### config.mk
export PLATFORM = sky130hd
export DESIGN_NAME = led_fault_flags_and_current_setting
export DESIGN_NICKNAME = d
export VERILOG_FILES = /design/src/rtl/led_fault_pkg.sv /design/src/rtl/fault_flag_capture.sv /design/src/rtl/led_fault_flags_and_current_setting.sv
export VERILOG_INCLUDE_DIRS = /design/src /design/src/rtl
export SDC_FILE = /design/constraint.sdc
export NUM_CORES = 1
export LEC_CHECK = 0
export BUFFER_PORTS_ARGS = -buffer_cell sky130_fd_sc_hd__buf_2
export CAP_MARGIN = 20
export CELL_PAD_IN_SITES_DETAIL_PLACEMENT = 1
export CELL_PAD_IN_SITES_GLOBAL_PLACEMENT = 1
export CORE_UTILIZATION = 45
export DETAILED_ROUTE_END_ITERATION = 6
export MAX_ROUTING_LAYER = met4
export PLACE_DENSITY = 0.84
export SYNTH_ARGS = -nofsm -noshare
export SYNTH_HDL_FRONTEND = slang
export SYNTH_SLANG_ARGS = --single-unit
### constraint.sdc
create_clock -name clk_i -period 3.3 [get_ports clk_i]
set_input_delay 0.99 -clock clk_i [delete_from_list [all_inputs] [get_ports clk_i]]
set_output_delay 0.99 -clock clk_i [all_outputs]
set_load 0.02 [all_outputs]
### src/rtl/led_fault_map.svh
// Purpose: register indices, address index bits, fields and reset values of the fault/current bank
// Assumes: 32-bit AHB-Lite words, one register per aligned word, byte address = 4 * index
// Notes: definitions only
`ifndef LED_FAULT_MAP_SVH
`define LED_FAULT_MAP_SVH

// register indices
`define IDX_OPEN_LOW 12'h07B
`define IDX_OPEN_HIGH 12'h07C
`define IDX_SHORT_LOW 12'h07D
`define IDX_SHORT_HIGH 12'h07E
`define IDX_CURRENT_LED_OUTPUT_ZERO 12'h080
`define IDX_IRQ_STATUS 12'h090
`define IDX_IRQ_MASK 12'h091

// word index taken from the byte address
`define ADDR_INDEX_MSB 13
`define ADDR_INDEX_LSB 2
`define ADDR_INDEX_WIDTH 12

// field layout
`define LOW_GROUP_WIDTH 8
`define HIGH_GROUP_WIDTH 4
`define HIGH_GROUP_BASE 8
`define CURRENT_WIDTH 6
`define SHORT_STATUS_BASE 12
`define STATUS_WIDTH 24

// reset values
`define FLAGS_RESET 12'h000
`define CURRENT_RESET 6'h3F
`define STATUS_RESET 24'h00_0000
`define MASK_RESET 24'h00_0000
`define RDATA_RESET 32'h0000_0000

`endif

### src/rtl/led_fault_pkg.sv
// Purpose: shared types of the fault flag and current setting bank
// Assumes: nothing beyond SystemVerilog packages
// Notes: numeric constants live in led_fault_map.svh
package led_fault_pkg;

	// bus slave phase
	typedef enum logic [0:0] {
		BUS_IDLE,
		BUS_DATA
	} bus_phase_type;

	// decoded register target
	typedef enum logic [2:0] {
		SEL_NONE,
		SEL_OPEN_LOW,
		SEL_OPEN_HIGH,
		SEL_SHORT_LOW,
		SEL_SHORT_HIGH,
		SEL_CURRENT,
		SEL_STATUS,
		SEL_MASK
	} reg_sel_type;

endpackage

### src/rtl/fault_flag_capture.sv
// Purpose: brings asynchronous fault detector levels into the clock domain
// Assumes: detector levels may change at any time relative to clk_i
// Notes: a level counts once the second and third stages agree
`timescale 1ns/10ps
module fault_flag_capture #(
	parameter int WIDTH = 12
) (
	input wire logic clk_i,
	input wire logic resetn_i,
	input wire logic [WIDTH-1:0] level_i,
	output logic [WIDTH-1:0] level_o,
	output logic [WIDTH-1:0] rise_o
);

	// elaboration check on width
	if (WIDTH < 1)
	begin : g_bad_width
		$error("fault_flag_capture needs at least one bit");
	end

	genvar b;
	for (b = 0; b < WIDTH; b++)
	begin : g_bit
		logic stage1_reg;
		logic stage2_reg;
		logic stage3_reg;
		logic level_reg;
		logic rise_reg;

		// three-stage synchroniser; stage1 feeds only stage2
		always_ff @(posedge clk_i or negedge resetn_i)
		begin
			if (!resetn_i)
			begin
				stage1_reg <= 1'b0;
				stage2_reg <= 1'b0;
				stage3_reg <= 1'b0;
			end
			else
			begin
				stage1_reg <= level_i[b];
				stage2_reg <= stage1_reg;
				stage3_reg <= stage2_reg;
			end
		end

		// accept only an agreed level, filters a one-cycle glitch
		always_ff @(posedge clk_i or negedge resetn_i)
		begin
			if (!resetn_i)
			begin
				level_reg <= 1'b0;
				rise_reg <= 1'b0;
			end
			else
			begin
				rise_reg <= 1'b0;
				if (stage2_reg == stage3_reg)
				begin
					level_reg <= stage3_reg;
					rise_reg <= stage3_reg & ~level_reg;
				end
			end
		end

		assign level_o[b] = level_reg;
		assign rise_o[b] = rise_reg;
	end

endmodule // fault_flag_capture

### src/rtl/led_fault_flags_and_current_setting.sv
// Purpose: open/short fault flag registers and output 0 current setting, AHB-Lite slave
// Assumes: detectors drive one level per channel, high while a fault is seen
// Notes: one wait state per transfer so that read data comes from a flip-flop
//
// Design decision made here: the AHB-Lite slave port.
`timescale 1ns/10ps
`include "led_fault_map.svh"

module led_fault_flags_and_current_setting
	import led_fault_pkg::*;
#(
	parameter int CHANNELS = 12
) (
	input wire logic clk_i,
	input wire logic resetn_i,
	// AHB-Lite slave
	input wire logic hsel_i,
	input wire logic [31:0] haddr_i,
	input wire logic [1:0] htrans_i,
	input wire logic hwrite_i,
	input wire logic [2:0] hsize_i,
	input wire logic [31:0] hwdata_i,
	input wire logic hready_i,
	output logic [31:0] hrdata_o,
	output logic hreadyout_o,
	output logic hresp_o,
	// fault detector levels, asynchronous
	input wire logic [CHANNELS-1:0] open_fault_flag_channel_i,
	input wire logic [CHANNELS-1:0] short_fault_flag_channel_i,
	// current code toward led_output_zero driver
	output logic [`CURRENT_WIDTH-1:0] stored_current_code_led_output_zero_o,
	// level interrupt
	output logic irq_o
);

	// the register layout packs exactly twelve channels
	if (CHANNELS != `LOW_GROUP_WIDTH + `HIGH_GROUP_WIDTH)
	begin : g_bad_channels
		$error("register layout serves exactly twelve channels");
	end

	// status and mask hold one bit per channel and fault kind; the code fits one low group
	if (`STATUS_WIDTH != 2 * CHANNELS || `CURRENT_WIDTH > `LOW_GROUP_WIDTH)
	begin : g_bad_fields
		$error("field layout does not fit the register words");
	end

	// synchronised detector levels and their rising edges
	logic [CHANNELS-1:0] open_level;
	logic [CHANNELS-1:0] open_rise;
	logic [CHANNELS-1:0] short_level;
	logic [CHANNELS-1:0] short_rise;

	// flag registers, bus-visible copies of the detector state
	logic [CHANNELS-1:0] open_flags_reg;
	logic [CHANNELS-1:0] short_flags_reg;

	// bus-writable current code and mask, event status and interrupt level
	logic [`CURRENT_WIDTH-1:0] current_code_reg;
	logic [`STATUS_WIDTH-1:0] irq_status_reg;
	logic [`STATUS_WIDTH-1:0] irq_status_next;
	logic [`STATUS_WIDTH-1:0] irq_mask_reg;
	logic irq_reg;

	// bus slave state
	bus_phase_type phase_reg;
	reg_sel_type sel_reg;
	logic write_reg;
	logic [31:0] hrdata_reg;
	logic hreadyout_reg;
	logic hresp_reg;

	// address decode
	logic accept;
	logic [`ADDR_INDEX_WIDTH-1:0] addr_index;
	reg_sel_type sel_decode;
	logic [31:0] read_word;
	logic do_write;
	logic do_read;
	logic [`STATUS_WIDTH-1:0] event_bits;

	// open-circuit detector capture
	fault_flag_capture #(
		.WIDTH(CHANNELS)
	) u_open_capture (
		.clk_i(clk_i),
		.resetn_i(resetn_i),
		.level_i(open_fault_flag_channel_i),
		.level_o(open_level),
		.rise_o(open_rise)
	);

	// short-circuit detector capture
	fault_flag_capture #(
		.WIDTH(CHANNELS)
	) u_short_capture (
		.clk_i(clk_i),
		.resetn_i(resetn_i),
		.level_i(short_fault_flag_channel_i),
		.level_o(short_level),
		.rise_o(short_rise)
	);

	// live copy: a fault that goes away reads 0 again; stickiness lives in the status
	// open flag follows detection
	always_ff @(posedge clk_i or negedge resetn_i)
	begin
		if (!resetn_i)
		begin
			open_flags_reg <= `FLAGS_RESET;
		end
		else
		begin
			open_flags_reg <= open_level;
		end
	end

	always_ff @(posedge clk_i or negedge resetn_i)
	begin
		if (!resetn_i)
		begin
			short_flags_reg <= `FLAGS_RESET;
		end
		else
		begin
			short_flags_reg <= short_level;
		end
	end

	// transfer is taken only when selected, ready and non-idle
	assign accept = hsel_i & hready_i & htrans_i[1];
	assign addr_index = haddr_i[`ADDR_INDEX_MSB:`ADDR_INDEX_LSB];

	// an alias would let a stray address land on a flag or the current code
	// index to register target; upper address bits must be zero
	always_comb
	begin
		sel_decode = SEL_NONE;
		if (haddr_i[31:`ADDR_INDEX_MSB+1] == '0 && haddr_i[1:0] == 2'b00)
		begin
			unique case (addr_index)
				`IDX_OPEN_LOW: sel_decode = SEL_OPEN_LOW;
				`IDX_OPEN_HIGH: sel_decode = SEL_OPEN_HIGH;
				`IDX_SHORT_LOW: sel_decode = SEL_SHORT_LOW;
				`IDX_SHORT_HIGH: sel_decode = SEL_SHORT_HIGH;
				`IDX_CURRENT_LED_OUTPUT_ZERO: sel_decode = SEL_CURRENT;
				`IDX_IRQ_STATUS: sel_decode = SEL_STATUS;
				`IDX_IRQ_MASK: sel_decode = SEL_MASK;
				default: sel_decode = SEL_NONE;
			endcase
		end
	end

	// bus phase: address taken, then one wait cycle, then answer
	always_ff @(posedge clk_i or negedge resetn_i)
	begin
		if (!resetn_i)
		begin
			phase_reg <= BUS_IDLE;
			sel_reg <= SEL_NONE;
			write_reg <= 1'b0;
		end
		else
		begin
			unique case (phase_reg)
				BUS_IDLE:
				begin
					if (accept)
					begin
						phase_reg <= BUS_DATA;
						sel_reg <= sel_decode;
						write_reg <= hwrite_i;
					end
				end
				BUS_DATA:
				begin
					phase_reg <= BUS_IDLE;
				end
			endcase
		end
	end

	// ready drops for the wait cycle, back high with the answer
	always_ff @(posedge clk_i or negedge resetn_i)
	begin
		if (!resetn_i)
		begin
			hreadyout_reg <= 1'b1;
		end
		else if (phase_reg == BUS_IDLE && accept)
		begin
			hreadyout_reg <= 1'b0;
		end
		else
		begin
			hreadyout_reg <= 1'b1;
		end
	end

	// data phase completes at the end of the wait cycle
	assign do_write = (phase_reg == BUS_DATA) & write_reg;
	assign do_read = (phase_reg == BUS_DATA) & ~write_reg;

	// read mux; reserved bits and unmapped words read zero
	always_comb
	begin
		read_word = '0;
		unique case (sel_reg)
			SEL_OPEN_LOW:
				read_word[`LOW_GROUP_WIDTH-1:0] = open_flags_reg[`LOW_GROUP_WIDTH-1:0];
			SEL_OPEN_HIGH:
				read_word[`HIGH_GROUP_WIDTH-1:0] =
					open_flags_reg[CHANNELS-1:`HIGH_GROUP_BASE];
			SEL_SHORT_LOW:
				read_word[`LOW_GROUP_WIDTH-1:0] = short_flags_reg[`LOW_GROUP_WIDTH-1:0];
			SEL_SHORT_HIGH:
				read_word[`HIGH_GROUP_WIDTH-1:0] =
					short_flags_reg[CHANNELS-1:`HIGH_GROUP_BASE];
			SEL_CURRENT:
				read_word[`CURRENT_WIDTH-1:0] = current_code_reg;
			// interrupt status and mask, one bit per channel and fault kind
			SEL_STATUS:
				read_word[`STATUS_WIDTH-1:0] = irq_status_reg;
			SEL_MASK:
				read_word[`STATUS_WIDTH-1:0] = irq_mask_reg;
			SEL_NONE:
				read_word = '0;
		endcase
	end

	// read data registered so the output comes from a flop
	always_ff @(posedge clk_i or negedge resetn_i)
	begin
		if (!resetn_i)
		begin
			hrdata_reg <= `RDATA_RESET;
		end
		else if (do_read)
		begin
			hrdata_reg <= read_word;
		end
	end

	// current code write, low six bits only
	always_ff @(posedge clk_i or negedge resetn_i)
	begin
		if (!resetn_i)
		begin
			current_code_reg <= `CURRENT_RESET;
		end
		else if (do_write && sel_reg == SEL_CURRENT)
		begin
			current_code_reg <= hwdata_i[`CURRENT_WIDTH-1:0];
		end
	end

	// interrupt mask, same layout as status
	always_ff @(posedge clk_i or negedge resetn_i)
	begin
		if (!resetn_i)
		begin
			irq_mask_reg <= `MASK_RESET;
		end
		else if (do_write && sel_reg == SEL_MASK)
		begin
			irq_mask_reg <= hwdata_i[`STATUS_WIDTH-1:0];
		end
	end

	// a new fault on any channel is an event: open low half, short high half
	assign event_bits = {short_rise, open_rise};

	// status clears on read; an event in the same cycle survives the clear
	always_comb
	begin
		irq_status_next = irq_status_reg;
		if (do_read && sel_reg == SEL_STATUS)
		begin
			irq_status_next = '0;
		end
		irq_status_next = irq_status_next | event_bits;
	end

	// sticky event status
	always_ff @(posedge clk_i or negedge resetn_i)
	begin
		if (!resetn_i)
		begin
			irq_status_reg <= `STATUS_RESET;
		end
		else
		begin
			irq_status_reg <= irq_status_next;
		end
	end

	// interrupt level from the next status, so it drops with the clearing read
	always_ff @(posedge clk_i or negedge resetn_i)
	begin
		if (!resetn_i)
		begin
			irq_reg <= 1'b0;
		end
		else
		begin
			irq_reg <= |(irq_status_next & irq_mask_reg);
		end
	end

	// response register; no error case exists, so it always answers okay
	always_ff @(posedge clk_i or negedge resetn_i)
	begin
		if (!resetn_i)
		begin
			hresp_reg <= 1'b0;
		end
		else
		begin
			hresp_reg <= 1'b0;
		end
	end

	// outputs, all straight from flops; response is always OKAY
	assign hrdata_o = hrdata_reg;
	assign hreadyout_o = hreadyout_reg;
	assign hresp_o = hresp_reg;
	assign stored_current_code_led_output_zero_o = current_code_reg;
	assign irq_o = irq_reg;

endmodule // led_fault_flags_and_current_setting

## Word level (Yosys, flattened, before mapping)

Cells that the tools add are included.
Widths: inputs -> output; s select.

- Register bits after elaboration: 229
- Bits of input ports: 98
- Output and inout bits: 41
- Word-level logic and storage cells: 269

- Equality and inequality tests: 38
- Mux-type cells: 34
- Bitwise logic cells: 56
- Reductions and logical operators: 10

Operators by type and width:

| cell | number |
|---|---|
| $eq 12x7->1 const B | 4 |
| $eq 12x8->1 const B | 3 |
| $pmux 16 s2 | 1 |
| $pmux 4 s8 | 1 |
| $and 1x1->1 | 28 |
| $mux 1 | 26 |
| $not 1->1 | 26 |
| $and 24x24->24 | 1 |
| $eq 1x1->1 | 24 |
| $mux 24 | 1 |
| $or 24x24->24 | 1 |
| $reduce_or 24->1 | 1 |
| $pmux 3 s7 | 1 |
| $logic_not 18->1 | 1 |
| $eq 3x3->1 const B | 4 |
| $pmux 2 s5 | 1 |
| $pmux 2 s4 | 1 |
| $eq 3x2->1 const B | 2 |
| $logic_and 1x1->1 | 5 |
| $eq 3x1->1 const B | 1 |
| $logic_not 3->1 | 1 |
| $mux 3 | 1 |
| $logic_not 2->1 | 1 |
| $pmux 1 s2 | 1 |
| $reduce_and 2->1 | 1 |

## Depth between registers and ports, before layout

- Word-level depth: 7
- Depth in mapped cells: 7
- Depth with buffers taken out: 5

## Modules after synthesis

From an unflattened synthesis, not the netlist that was laid out.

- Cells, all modules: 583
- Area, all modules: 8486.9 um2

Modules (own cells, without submodules):

| module | times used | cells an instance | area each (um2) | seq. area each (um2) |
|---|---|---|---|---|
| led_fault_flags_and_current_setting | 1 | 367 | 4613.2 | 2736.4 |
| fault_flag_capture | 2 | 108 | 1936.9 | 1501.4 |

## Least setup slack after synthesis

Ideal clock, no wire load.

- Kind: input to register
- Start: input port haddr_i[4]
- End: register sel_reg[2]
- Library setup time: 0.064 ns
- Arrival time: 2.120 ns
- Required time: 3.236 ns
- Slack: 1.115 ns
- Stages: 5
- Path buffers: 0
- Path through: or4b_1 -> nor3_2 -> nand2_1 -> a211oi_1 -> a21o_1

- Longest elaborated chain between the ends: 3
- Elaborated cells on any way between the ends: 9
- Classes of those cells: eq/ne: 7; mux: 2

RTL lines:

| item | RTL line | RTL |
|---|---|---|
| from (decl) | led_fault_flags_and_current_setting.sv:18 | `input wire logic [31:0] haddr_i,` |
| $eq 12x8->1 or $eq 12x7->1 (tied branches) | led_fault_flags_and_current_setting.sv:141 | `unique case (addr_index)` |
| $pmux 3 s7 (*) | led_fault_flags_and_current_setting.sv:141 |  |
| $mux 3 (*) | led_fault_flags_and_current_setting.sv:139 | `` if (haddr_i[31:`ADDR_INDEX_MSB+1] == '0 && haddr_i[1:0] == 2'b00) `` |
| to (signal assigned) | led_fault_flags_and_current_setting.sv:171 | `sel_reg <= sel_decode;` |
| to (decl) | led_fault_flags_and_current_setting.sv:67 | `reg_sel_type sel_reg;` |

Every way passes the cells marked *; elsewhere a longest branch is shown, timed or not.
A chain may end at the register's enable or synchronous reset.

## Worst setup path after layout

- Start: register sel_reg[0]
- End: register hrdata_reg[0] (netlist: hrdata_o[0])

- Longest elaborated chain between the ends: 2
- Elaborated cells on any way between the ends: 9
- Classes of those cells: eq/ne: 7; mux: 1; reduce/logical: 1

RTL lines:

| item | RTL line | RTL |
|---|---|---|
| $eq 3x3->1 (tied with other cells) | led_fault_flags_and_current_setting.sv:208 | `unique case (sel_reg)` |
| $pmux 4 s8 (*) | led_fault_flags_and_current_setting.sv:208 |  |
| to (signal assigned) | led_fault_flags_and_current_setting.sv:236 | `` hrdata_reg <= `RDATA_RESET; `` |
| to (signal assigned) | led_fault_flags_and_current_setting.sv:240 | `hrdata_reg <= read_word;` |
| to (decl) | led_fault_flags_and_current_setting.sv:69 | `logic [31:0] hrdata_reg;` |

Marked as above.

==> results.ini <==
[status]
status=complete, no violations

[detailed_routing]
wl_per_cell_um=21.61
vias=5207
dr.pass1.iters=5
drc_errors=0
routed_via_density=5.487
drt_iter0_markers=243
ant_nets=0
routed_wirelength_um=20500

[clocking]
clkLatencyLatePin_ps=520
numClockSinks=229
clockBufferDepth=3
htreeDepth=1
cts_setup_buffers=0
cts_tree=done
post_cts_resized=0
cts_hold_buf=0
root_buffer=clkbuf_16
clk_pin_slew_ps=70
cts_buffers=24

[setup_path]
rrSetupSlack_ps=1060
crit_type=reg -> reg
r2r-start=sel_reg[0]
r2r_end=hrdata_o[0]
cpPeakStageDelay_ps=600
crit_path_start_kind=register
endpoint_kind=register
path_cells=buf_4, nor2b_1, nand2_1, o21ai_0, a222oi_1, o31ai_1
arrival_ps=2620
crit_family=compound AO/OA/AOI/OAI gates
worst-path-buf-inv=1
worst_r2r_path_depth=6
cp_max_fo=13
cp_data_required_time_ps=3680
slowest_stage=dfrtp_1

[yosys]
syn_area_per_cell_um2=14.11
synth_seq_cells=229
synth_area_leaders=dfrtp_1 (69%), mux2_2 (4.9%), nand2_1 (3.0%), maj3_1 (2.9%), mux2i_1 (2.7%)
synth_edf_count=0
synthArstFlopShare_pct=100.0
seq_area_frac_synth_pct=71.22
netlist_top_cells_count=dfrtp_1 (222), nand2_1 (65), mux2_2 (35)
synth_most_common_cell=dfrtp_1
synth_top_area_cell=dfrtp_1
netlist_area_mm2=0.008059
yosysTopAreaCellShare_pct=68.93
yosys.cell_types.count=42
syn_inst=571
yosys_warnings=0
ys.flop_type=dfrtp_1

[timing]
skew_ps=9.865
setup_viol=0
rsz0062_at_grt=false
tightestPinTransition_ps=934.6
slew_viol_final=0
period_share_pct=68.02
period_needed_ps=2245
whs_ps=345.5
fin_tns_setup_ps=0
fin_ws_ps=1055
relSlewSlack_pct=37.46
max_freq_mhz=445.5
hold_violations=0

[layout]
nNetsFinal=804
area_growth_pct=21.07
drive_gt1_share_pct=29.88

[floorplanning]
die_area_mm2=0.01845
initial_core_util_pct=46.27
ios=139
core_mm2=0.01742
num_rows=48
die_y_um=135.8
die_x_um=135.8

[global_routing]
grt_start_max_net_pins=77
grt_use_total_pct=23.86
antenna_found_initial=1
globalRouteOverflowTotal=0
first_global_vias=5665
grt_pass1_wl_um=31960

[placed_design]
gp_congestion=0.8256
dp_hpwl_um=13750
port_buffers=117
dp_slack_ps=878.2

[run]
cap_violations=0

[pwr]
vdd_drop_max_mv=0.3876
leakage_uw=0.004404
p_per_area_mw_per_mm2=618.7

[hold_path]
hold_path_depth=0
min-delay-start=u_open_capture.g_bit[10].stage1_reg
hold_path.class=reg -> reg
min_to=u_open_capture.g_bit[10].stage2_reg

[per-layer routing]
layer / wire length [um] / part of all wire [%] / GRT usage, %
met5: 0 / 0 / -
met4: 594 / 2.9 / 8.302
met3: 870 / 4.2 / 3.617
met2: 10970 / 53 / 41.50
met1: 8074 / 39 / 28.18
[report_power, final]
group | switching (uW) | leakage [uW] | internal (uW)
Sequential | 116 | 0.00270 | 2950
Clock | 1060 | 0.000399 | 1640
Combinational | 153 | 0.00131 | 115
[cells in the final DEF, fill, tap and decap left out, types with 7 or more instances in the layout]
master and count:
a21o_1 22, a22oi_1 13, buf_2 116, buf_4 9, clkbuf_16 25, clkbuf_8 8, conb_1 9, dfrtp_1 222
dfstp_2 7, maj3_1 23, mux2_2 35, mux2i_1 22, nand2_1 65, nor2_1 33, o21a_1 7, o21ai_0 29
[worst reg2reg max path, delay by kind of cell, from the launching register on]
| family | cells | cell delay, ps |
|---|---|---|
| flops | 1 | 600 |
| buf+inv | 1 | 310 |
| compound gates | 3 | 680 |
| simple gates | 2 | 520 |
[final cells by class]
cell class | count | area (um2)
clock buffers | 39 | 758.2
flip-flops and latches | 229 | 5739
inverters | 2 | 7.507
repair buffers | 129 | 730.7
multi-input cells | 320 | 2192
well taps | 225 | 281.5
diodes | 1 | 2.502
fillers | 1764 | 7660
clock inverters | 4 | 45.04
[worst max path at each step]
stage,startpoint,end,cells past startpoint
final,sel_reg[0],hrdata_o[0],6
after global routing,sel_reg[0],hrdata_o[0],6
after CTS,stored_current_code_led_output_zero_o[0],stored_current_code_led_output_zero_o[0],1
after detailed placement,haddr_i[4],sel_reg[2],6
after global placement,haddr_i[4],sel_reg[2],6
after floorplan,haddr_i[4],sel_reg[2],5
[metrics by stage]
stage / cell area (um2) / power, uW / utilization (%) / std cells
after floorplan: 8089 / 3183 / - / 579
after global placement: 8924 / 3341 / 51.24 / 904
after detailed placement: 8924 / 3376 / 51.24 / 904
after CTS: 9727 / 6079 / 55.85 / 947
after global routing: 9757 / 6230 / 56.02 / 949
final: 9757 / 6036 / 56.02 / 949
[kinds of logic (layout without fill, tap and decap cells)]
logic type / count (synthesis) / count (layout) / share of synthesized area, %
other cells: 1 / 10 / 0.04653
flops: 229 / 229 / 71.22
buf+inv: 30 / 174 / 1.956
mux: 59 / 59 / 8.182
fa+ha+maj: 23 / 23 / 2.857
simple gates: 131 / 131 / 7.219
xor+xnor: 1 / 1 / 0.1087
compound gates: 97 / 97 / 8.415
(Power assumes the default switching activity.)
